`src/pkg/dbpc_map.svh`:
```
/*
  Constants for the bank-close control block: command codes, field positions on
  the six command/address lines, burst settings and default timing counts.
  Assumes one 100 MHz clock; counts are whole clock cycles.
*/
`ifndef DBPC_MAP_SVH
`define DBPC_MAP_SVH

// Command/address field positions
`define DBPC_ALL_BANK_BIT   5
`define DBPC_AUTO_CLOSE_BIT 5
`define DBPC_BANK_MSB      2
`define DBPC_CMD_MSB       4

// First-cycle command codes on CA[4:0] (CA5 carries the flag)
`define DBPC_CODE_ACT      5'h01
`define DBPC_CODE_PRE      5'h10
`define DBPC_CODE_WR       5'h04
`define DBPC_CODE_MWR      5'h0C
`define DBPC_CODE_RD       5'h02

// Burst lengths and the extra delay that length 32 adds to a read close
`define DBPC_BL16          6'h10
`define DBPC_BL32          6'h20
`define DBPC_BL32_EXTRA    8'h08

// Default timing counts in clock cycles
`define DBPC_RTP_CYC       8'h08
`define DBPC_WR_CYC        8'h12
`define DBPC_WL_CYC        8'h08
`define DBPC_RAS_CYC       8'h2A
`define DBPC_RPPB_CYC      8'h12
`define DBPC_RPAB_CYC      8'h15

`endif

```
`src/pkg/dbpc_pkg.sv`:
```
/*
  Types for the bank-close control block.
  Assumes dbpc_map.svh supplies the numeric constants.
*/
package dbpc_pkg;

  // Decoded command kinds
  typedef enum logic [2:0] {
    DBPC_CMD_NONE,
    DBPC_CMD_ACT,
    DBPC_CMD_PRE,
    DBPC_CMD_RD,
    DBPC_CMD_WR
  } dbpc_cmd_t;

  // Per-bank state
  typedef enum logic [1:0] {
    DBPC_IDLE,
    DBPC_ACTIVE,
    DBPC_CLOSE_PEND,
    DBPC_CLOSING
  } dbpc_bank_t;

endpackage : dbpc_pkg

```
`src/verilog/dbpc_bank.sv`:
```
/*
  One bank's open/close tracker: counts row-active time, holds a pending
  auto-close until its delay and the row-active time are both met, then counts
  the precharge time back to idle.
  Assumes the parent decodes commands and presents one-cycle strobes.
*/
`timescale 1ns/1ns
`include "dbpc_map.svh"
module dbpc_bank
  import dbpc_pkg::*;
(
  input  wire logic       clk,
  input  wire logic       srst,
  input  wire logic       act,
  input  wire logic       close_now,
  input  wire logic       close_all,
  input  wire logic       auto_arm,
  input  wire logic [7:0] auto_delay,
  input  wire logic [7:0] ras_cyc,
  input  wire logic [7:0] rppb_cyc,
  input  wire logic [7:0] rpab_cyc,
  output dbpc_bank_t      state,
  output logic            close_start
);

  logic [7:0] ras_cnt;
  logic [7:0] dly_cnt;
  logic [7:0] rp_cnt;
  logic       ras_met;
  logic       start;

  assign ras_met = (ras_cnt >= ras_cyc);
  // Internal close fires once the auto delay ran out and row-active time is met
  assign start   = (state == DBPC_CLOSE_PEND) && (dly_cnt == 8'h00) && ras_met;

  // Row-active time counter; only an activation that opens the bank restarts it,
  // so an ignored activation of an open bank cannot stretch the lockout
  always_ff @(posedge clk) begin
    if (srst || (act && state == DBPC_IDLE)) begin
      ras_cnt <= 8'h00;
    end else if (!ras_met) begin
      ras_cnt <= ras_cnt + 8'h01;
    end
  end

  // Auto-close delay counter
  always_ff @(posedge clk) begin
    if (srst) begin
      dly_cnt <= 8'h00;
    end else if (auto_arm && state == DBPC_ACTIVE) begin
      dly_cnt <= auto_delay;
    end else if (dly_cnt != 8'h00) begin
      dly_cnt <= dly_cnt - 8'h01;
    end
  end

  // Bank state machine
  always_ff @(posedge clk) begin
    if (srst) begin
      state       <= DBPC_IDLE;
      rp_cnt      <= 8'h00;
      close_start <= 1'b0;
    end else begin
      close_start <= 1'b0;
      case (state)
        DBPC_IDLE: begin
          // Close requests to an idle bank leave it untouched
          if (act) begin
            state <= DBPC_ACTIVE;
          end
        end
        DBPC_ACTIVE: begin
          if (close_now) begin
            state       <= DBPC_CLOSING;
            rp_cnt      <= close_all ? rpab_cyc : rppb_cyc;
            close_start <= 1'b1;
          end else if (auto_arm) begin
            state <= DBPC_CLOSE_PEND;
          end
        end
        DBPC_CLOSE_PEND: begin
          if (close_now || start) begin
            state       <= DBPC_CLOSING;
            rp_cnt      <= (close_now && close_all) ? rpab_cyc : rppb_cyc;
            close_start <= 1'b1;
          end
        end
        DBPC_CLOSING: begin
          if (rp_cnt <= 8'h01) begin
            state <= DBPC_IDLE;
          end else begin
            rp_cnt <= rp_cnt - 8'h01;
          end
        end
        default: state <= DBPC_IDLE;
      endcase
    end
  end

endmodule : dbpc_bank

```
`src/verilog/dbpc_top.sv`:
```
/*
  Bank-close control of a low-power DRAM die: decodes two-cycle commands on
  chip select and six command/address lines, closes one or all banks on an
  explicit close, and schedules auto-close after reads and writes.
  Assumes cs and ca are already in the clk domain (sampled at the command clock).
*/
`timescale 1ns/1ns
`include "dbpc_map.svh"
module dbpc_top
  import dbpc_pkg::*;
#(
  parameter int          NUM_BANKS = 8,
  parameter logic [7:0]  RTP_CYC   = `DBPC_RTP_CYC,
  parameter logic [7:0]  WR_CYC    = `DBPC_WR_CYC,
  parameter logic [7:0]  WL_CYC    = `DBPC_WL_CYC,
  parameter logic [7:0]  RAS_CYC   = `DBPC_RAS_CYC,
  parameter logic [7:0]  RPPB_CYC  = `DBPC_RPPB_CYC,
  parameter logic [7:0]  RPAB_CYC  = `DBPC_RPAB_CYC
)(
  input  wire logic                 clk,
  input  wire logic                 srst,
  input  wire logic                 cs,
  input  wire logic [5:0]           ca,
  input  wire logic                 burst_32,
  output logic [NUM_BANKS-1:0]      bank_open,
  output logic [NUM_BANKS-1:0]      bank_closing,
  output logic [NUM_BANKS-1:0]      close_event
);

  // Two-cycle command capture
  logic                 second;
  dbpc_cmd_t            cmd;
  logic                 flag;
  dbpc_cmd_t            first_cmd;
  logic                 all_bank_flag;
  logic                 auto_close_flag;
  logic [2:0]           bank_sel;
  logic                 cmd_valid;
  logic [NUM_BANKS-1:0] act_v;
  logic [NUM_BANKS-1:0] close_v;
  logic [NUM_BANKS-1:0] arm_v;
  logic [NUM_BANKS-1:0] start_v;
  dbpc_bank_t           st_v [NUM_BANKS];
  logic [7:0]           rd_delay;
  logic [7:0]           wr_delay;
  logic [7:0]           half_bl;

  // Decode the first-cycle code on CA[4:0]
  function automatic dbpc_cmd_t decode(input logic [4:0] code);
    if (code == `DBPC_CODE_ACT) begin
      decode = DBPC_CMD_ACT;
    end else if (code == `DBPC_CODE_PRE) begin
      decode = DBPC_CMD_PRE;
    end else if (code == `DBPC_CODE_RD) begin
      decode = DBPC_CMD_RD;
    end else if (code == `DBPC_CODE_WR || code == `DBPC_CODE_MWR) begin
      decode = DBPC_CMD_WR;
    end else begin
      decode = DBPC_CMD_NONE;
    end
  endfunction : decode

  assign cmd = decode(ca[`DBPC_CMD_MSB:0]);

  // First cycle latches kind and CA5; second cycle brings the bank bits
  always_ff @(posedge clk) begin
    if (srst) begin
      second    <= 1'b0;
      first_cmd <= DBPC_CMD_NONE;
      flag      <= 1'b0;
    end else if (!second && cs && cmd != DBPC_CMD_NONE) begin
      second    <= 1'b1;
      first_cmd <= cmd;
      flag      <= ca[`DBPC_ALL_BANK_BIT];
    end else begin
      second    <= 1'b0;
    end
  end

  assign cmd_valid       = second;
  assign bank_sel        = ca[`DBPC_BANK_MSB:0];
  assign all_bank_flag   = flag;
  assign auto_close_flag = flag;

  // Read close delay: the read-to-close count, eight more for length 32.
  // Measured from the second command cycle, so BL/2-8 offset is folded in.
  assign rd_delay = burst_32 ? (RTP_CYC + `DBPC_BL32_EXTRA) : RTP_CYC;
  assign half_bl  = burst_32 ? {2'b00, `DBPC_BL32} >> 1 : {2'b00, `DBPC_BL16} >> 1;
  // Write close: latency, half burst, one, then recovery from the group edge
  assign wr_delay = WL_CYC + half_bl + 8'h01 + WR_CYC;

  // Per-bank strobes from the completed command
  always_comb begin
    for (int i = 0; i < NUM_BANKS; i++) begin
      act_v[i]   = 1'b0;
      close_v[i] = 1'b0;
      arm_v[i]   = 1'b0;
      if (cmd_valid && (bank_sel == i[2:0] || (first_cmd == DBPC_CMD_PRE && all_bank_flag))) begin
        act_v[i]   = (first_cmd == DBPC_CMD_ACT) && (bank_sel == i[2:0]);
        close_v[i] = (first_cmd == DBPC_CMD_PRE);
        // Flag clear leaves the bank open after the burst
        arm_v[i]   = (first_cmd == DBPC_CMD_RD || first_cmd == DBPC_CMD_WR)
                     && auto_close_flag;
      end
    end
  end

  // One tracker per bank
  for (genvar g = 0; g < NUM_BANKS; g++) begin : g_bank
    dbpc_bank u_bank (
      .clk         (clk),
      .srst        (srst),
      .act         (act_v[g]),
      .close_now   (close_v[g]),
      .close_all   (all_bank_flag),
      .auto_arm    (arm_v[g]),
      .auto_delay  (first_cmd == DBPC_CMD_RD ? rd_delay : wr_delay),
      .ras_cyc     (RAS_CYC),
      .rppb_cyc    (RPPB_CYC),
      .rpab_cyc    (RPAB_CYC),
      .state       (st_v[g]),
      .close_start (start_v[g])
    );
  end

  // Registered status outputs
  always_ff @(posedge clk) begin
    if (srst) begin
      bank_open    <= '0;
      bank_closing <= '0;
      close_event  <= '0;
    end else begin
      for (int i = 0; i < NUM_BANKS; i++) begin
        bank_open[i]    <= (st_v[i] == DBPC_ACTIVE) || (st_v[i] == DBPC_CLOSE_PEND);
        bank_closing[i] <= (st_v[i] == DBPC_CLOSING);
      end
      close_event <= start_v;
    end
  end

endmodule : dbpc_top

```
`config.mk`:
```
export PLATFORM = sky130hd
export DESIGN_NAME = dbpc_top
export DESIGN_NICKNAME = d
export VERILOG_FILES = /design/src/pkg/dbpc_pkg.sv /design/src/verilog/dbpc_bank.sv /design/src/verilog/dbpc_top.sv
export VERILOG_INCLUDE_DIRS = /design/src /design/src/pkg
export SDC_FILE = /design/constraint.sdc
export NUM_CORES = 1
export LEC_CHECK = 0
export ABC_AREA = 0
export BUFFER_PORTS_ARGS = -buffer_cell sky130_fd_sc_hd__buf_2
export CAP_MARGIN = 20
export CORE_MARGIN = 5
export CORE_UTILIZATION = 45
export DETAILED_ROUTE_END_ITERATION = 10
export PLACE_DENSITY = 0.6
export RECOVER_POWER = 100
export SLEW_MARGIN = 25
export SYNTH_ARGS = -nofsm -noshare
export SYNTH_HDL_FRONTEND = slang
export SYNTH_SLANG_ARGS = --single-unit
```
`constraint.sdc`:
```
create_clock -name clk -period 2.8 [get_ports clk]
set_input_delay 0.7 -clock clk [delete_from_list [all_inputs] [get_ports clk]]
set_output_delay 0.7 -clock clk [all_outputs]
set_load 0.1 [all_outputs]
```
==> impl_metrics.toml <==
[outcome]
status = "finished, final reports clean"

[cts]
cts_resized = 0
cts_tree = "done"
clk_pin_slew_ps = 60
postCtsSetupBuffers = 0
cts_buffers = 27
h-tree-depth = 1
cts_hold_buffers = 0
cts_root_buffer = "clkbuf_16"
clk_path_buf_depth = 3
clkLatencyLatePin_ps = 540
clock_sinks = 245

[worst_setup_path]
critical_path_class = "flop to flop"
crit_fanout = 10
critPathCaptureType = "flop"
crit_slowest_cell = "or4b_1"
cp-start-kind = "flop"
worstPathArrival_ps = 3080
required_ps = 3230
crit_chain = "or4_4 -> or4b_1 -> o211ai_2 -> nand2_2 -> a211oi_1"
max_stage_delay_ps = 710

[synth]
synth_edf_count = 0
ys_types = 92
syn_avg_cell_area_um2 = 8.320
netlist_area_mm2 = 0.01354
synth_top_area_share_pct = 36.23
ys_top_cells_by_area = "dfxtp_1 36%, ha_1 8.1%, nand2_1 4.4%, nor2_1 4.4%, inv_1 3.0%"
synth_top_area_cell = "dfxtp_1"
synth-compound-area-share_pct = 20.51
synth_xor_area_share_pct = 5.111
synthFlopType = "dfxtp_1"
yosysMostFrequentCell = "dfxtp_1"
ys_ff_latch = 245
async_reset_ff_share_pct = 0
ys_seq_area_share_pct = 36.23
synth_top_family_by_area = "simple AND/OR/NAND/NOR gates"
synthesis.nets = 1725
synthAdderAreaFrac_pct = 8.134
synthTopCellsByCount = "245 x dfxtp_1, 158 x nand2_1, 157 x nor2_1"
syn_inst = 1627
ys.warnings.count = 0
synth.area.mux_share_pct = 1.202
synthSimpleGateAreaFrac_pct = 23.45

[pwr]
swShare_pct = 32.79
switchingPower_uw = 3736
ir_drop_mv = 0.4501
p_int_uw = 7657
combPwrFrac_pct = 29.5
leakagePower_uw = 0.005950
power_uw = 11390
seq_power_share_pct = 38.6
powerDensity_mw_per_mm2 = 756.6
clockPowerShare_pct = 31.9

[route]
drt.antenna.violating_nets = 0
drc = 0
vias_per_cell = 5.778
wirelength_um = 32740
drt_iter0_markers = 704
post_drt_wl_per_cell_um = 15.88
vias = 11914
drt_pass1_iterations = 5

[cells_and_area]
regArea_mm2 = 0.004905
syn2layout_area_growth_pct = 11.23
multi_input_area_mm2 = 0.007901
fill_cells = 2845
final_cells = 2062
fin_nets = 1748
layout-drive-gt1-share_pct = 6.890

[global_routing]
grt_pass1_wl_um = 54280
top_usage_layer = "met2"
grt_max_degree = 91
grt_util_met2_pct = 31.05
use_met3_pct = 2.691
grt_pass1_vias = 11145
met1_usage_pct = 25.52
globalRouteOverflowTotal = 0
grt_usage_pct = 18.66
antenna_found_initial = 5

[placed_design]
place.gp.congestion = 0.8554
pre_cts_ws_ps = 123.2
dpl.hpwl_um = 22680
port_buffers = 33
place_inst = 2011

[timing]
finalClockSkew_ps = 13.45
maxSlewHeadroom_pct = 6.487
setup_violations = 0
rsz0062_at_grt = "no"
worst_pin_slew_ps = 1403
period_needed_ps = 2657
whs_ps = 434.8
maxSlewViolCount = 0
hold_viol_final = 0
fin_crit_sh_pct = 94.88
fin_tns_setup_ps = 0
max_freq_mhz = 376.4
setup_slack_ps = 143.4

[min_path]
hold_class = "flop to flop"

[flow_run]
max-cap-violations = 0

[floorplanning]
rows = 63
die_h_um = 183.4
num_io_pins = 34
start_util_pct = 45.67
fp.coreArea_mm2 = 0.02964
dieArea_mm2 = 0.03365
die_width_um = 183.4
==> power by group through the flow <==
stage / clock [µW] / sequential (µW) / combinational (µW)
floorplan: 0 / 4390 / 2760
global placement: 0 / 4460 / 3340
detailed placement: 0 / 4460 / 3370
CTS: 3730 / 4390 / 3400
global route: 3880 / 4470 / 3840
finish: 3630 / 4400 / 3360
==> worst max-delay path, delay by kind of cell (launching register included) <==
family / cells / cell delay, ps
AOI/OAI and AO/OA: 2 / 770
and+or+nand+nor: 3 / 1440
DFF: 1 / 340
==> placed cells by master (no fill, tap or decap), drive strengths merged, types with 32 or more instances in the layout <==
cell type,n
xor2,46
nand3,69
clkbuf,73
ha,88
nor3,47
o21ai,54
a21oi,75
nor4,32
dfxtp,245
buf,37
nor2,157
nand2,159
xnor2,33
inv,111
==> logic make-up after synthesis <==
family                   Yosys count
AND/OR/NAND/NOR                  628
AO/OA/AOI/OAI                    381
flip-flops                       245
buffers and inverters            190
adder cells (fa/ha/maj)           88
XOR/XNOR                          79
multiplexers                      16
==> registers in the layout, summed over array words and instances, names as in the netlist <==
signal,count
bank_closing,8
g_bank.u_bank.ras_cnt,64
g_bank.u_bank.rp_cnt,64
close_event,8
g_bank.u_bank.close_start,8
all_bank_flag,1
g_bank.u_bank.state,16
bank_open,8
first_cmd,3
g_bank.u_bank.dly_cnt,64
cmd_valid,1
==> layer usage <==
layer	up-vias	wire length, µm
li1	5964	-
met1	5685	15840
met2	220	15000
met3	41	1306
met4	4	548
met5	-	33
==> final cells by class <==
cell class	count	share of cell area, %
multi-input combinational	1192	52.48
sequential	245	32.57
clock buffer	36	5.044
tap	390	3.241
timing repair buffer	74	2.917
inverter	110	2.742
clock inverter	12	0.9556
antenna	3	0.04986
==> final timing paths <==
check	start	end	slack [ps]	depth (start not counted)
worst max-delay path	g_bank[2].u_bank.dly_cnt[2]$_SDFFE_PP0P_	g_bank[2].u_bank.rp_cnt[1]$_SDFFE_PP0P_	140	5
worst min-delay path	g_bank[2].u_bank.ras_cnt[6]$_SDFFE_PP0P_	g_bank[2].u_bank.ras_cnt[6]$_SDFFE_PP0P_	430	2
worst max register to register	g_bank[2].u_bank.dly_cnt[2]$_SDFFE_PP0P_	g_bank[2].u_bank.rp_cnt[1]$_SDFFE_PP0P_	140	5
worst min register to register	g_bank[2].u_bank.ras_cnt[6]$_SDFFE_PP0P_	g_bank[2].u_bank.ras_cnt[6]$_SDFFE_PP0P_	430	2
==> per-stage QoR <==
step / utilization (%) / area, µm²
after detailed placement: 48.02 / 14230
after floorplan: - / 13540
final: 50.80 / 15060
after global routing: 50.80 / 15060
after global placement: 48.02 / 14230
after CTS: 51.06 / 15130
(Power assumes the default switching activity.)
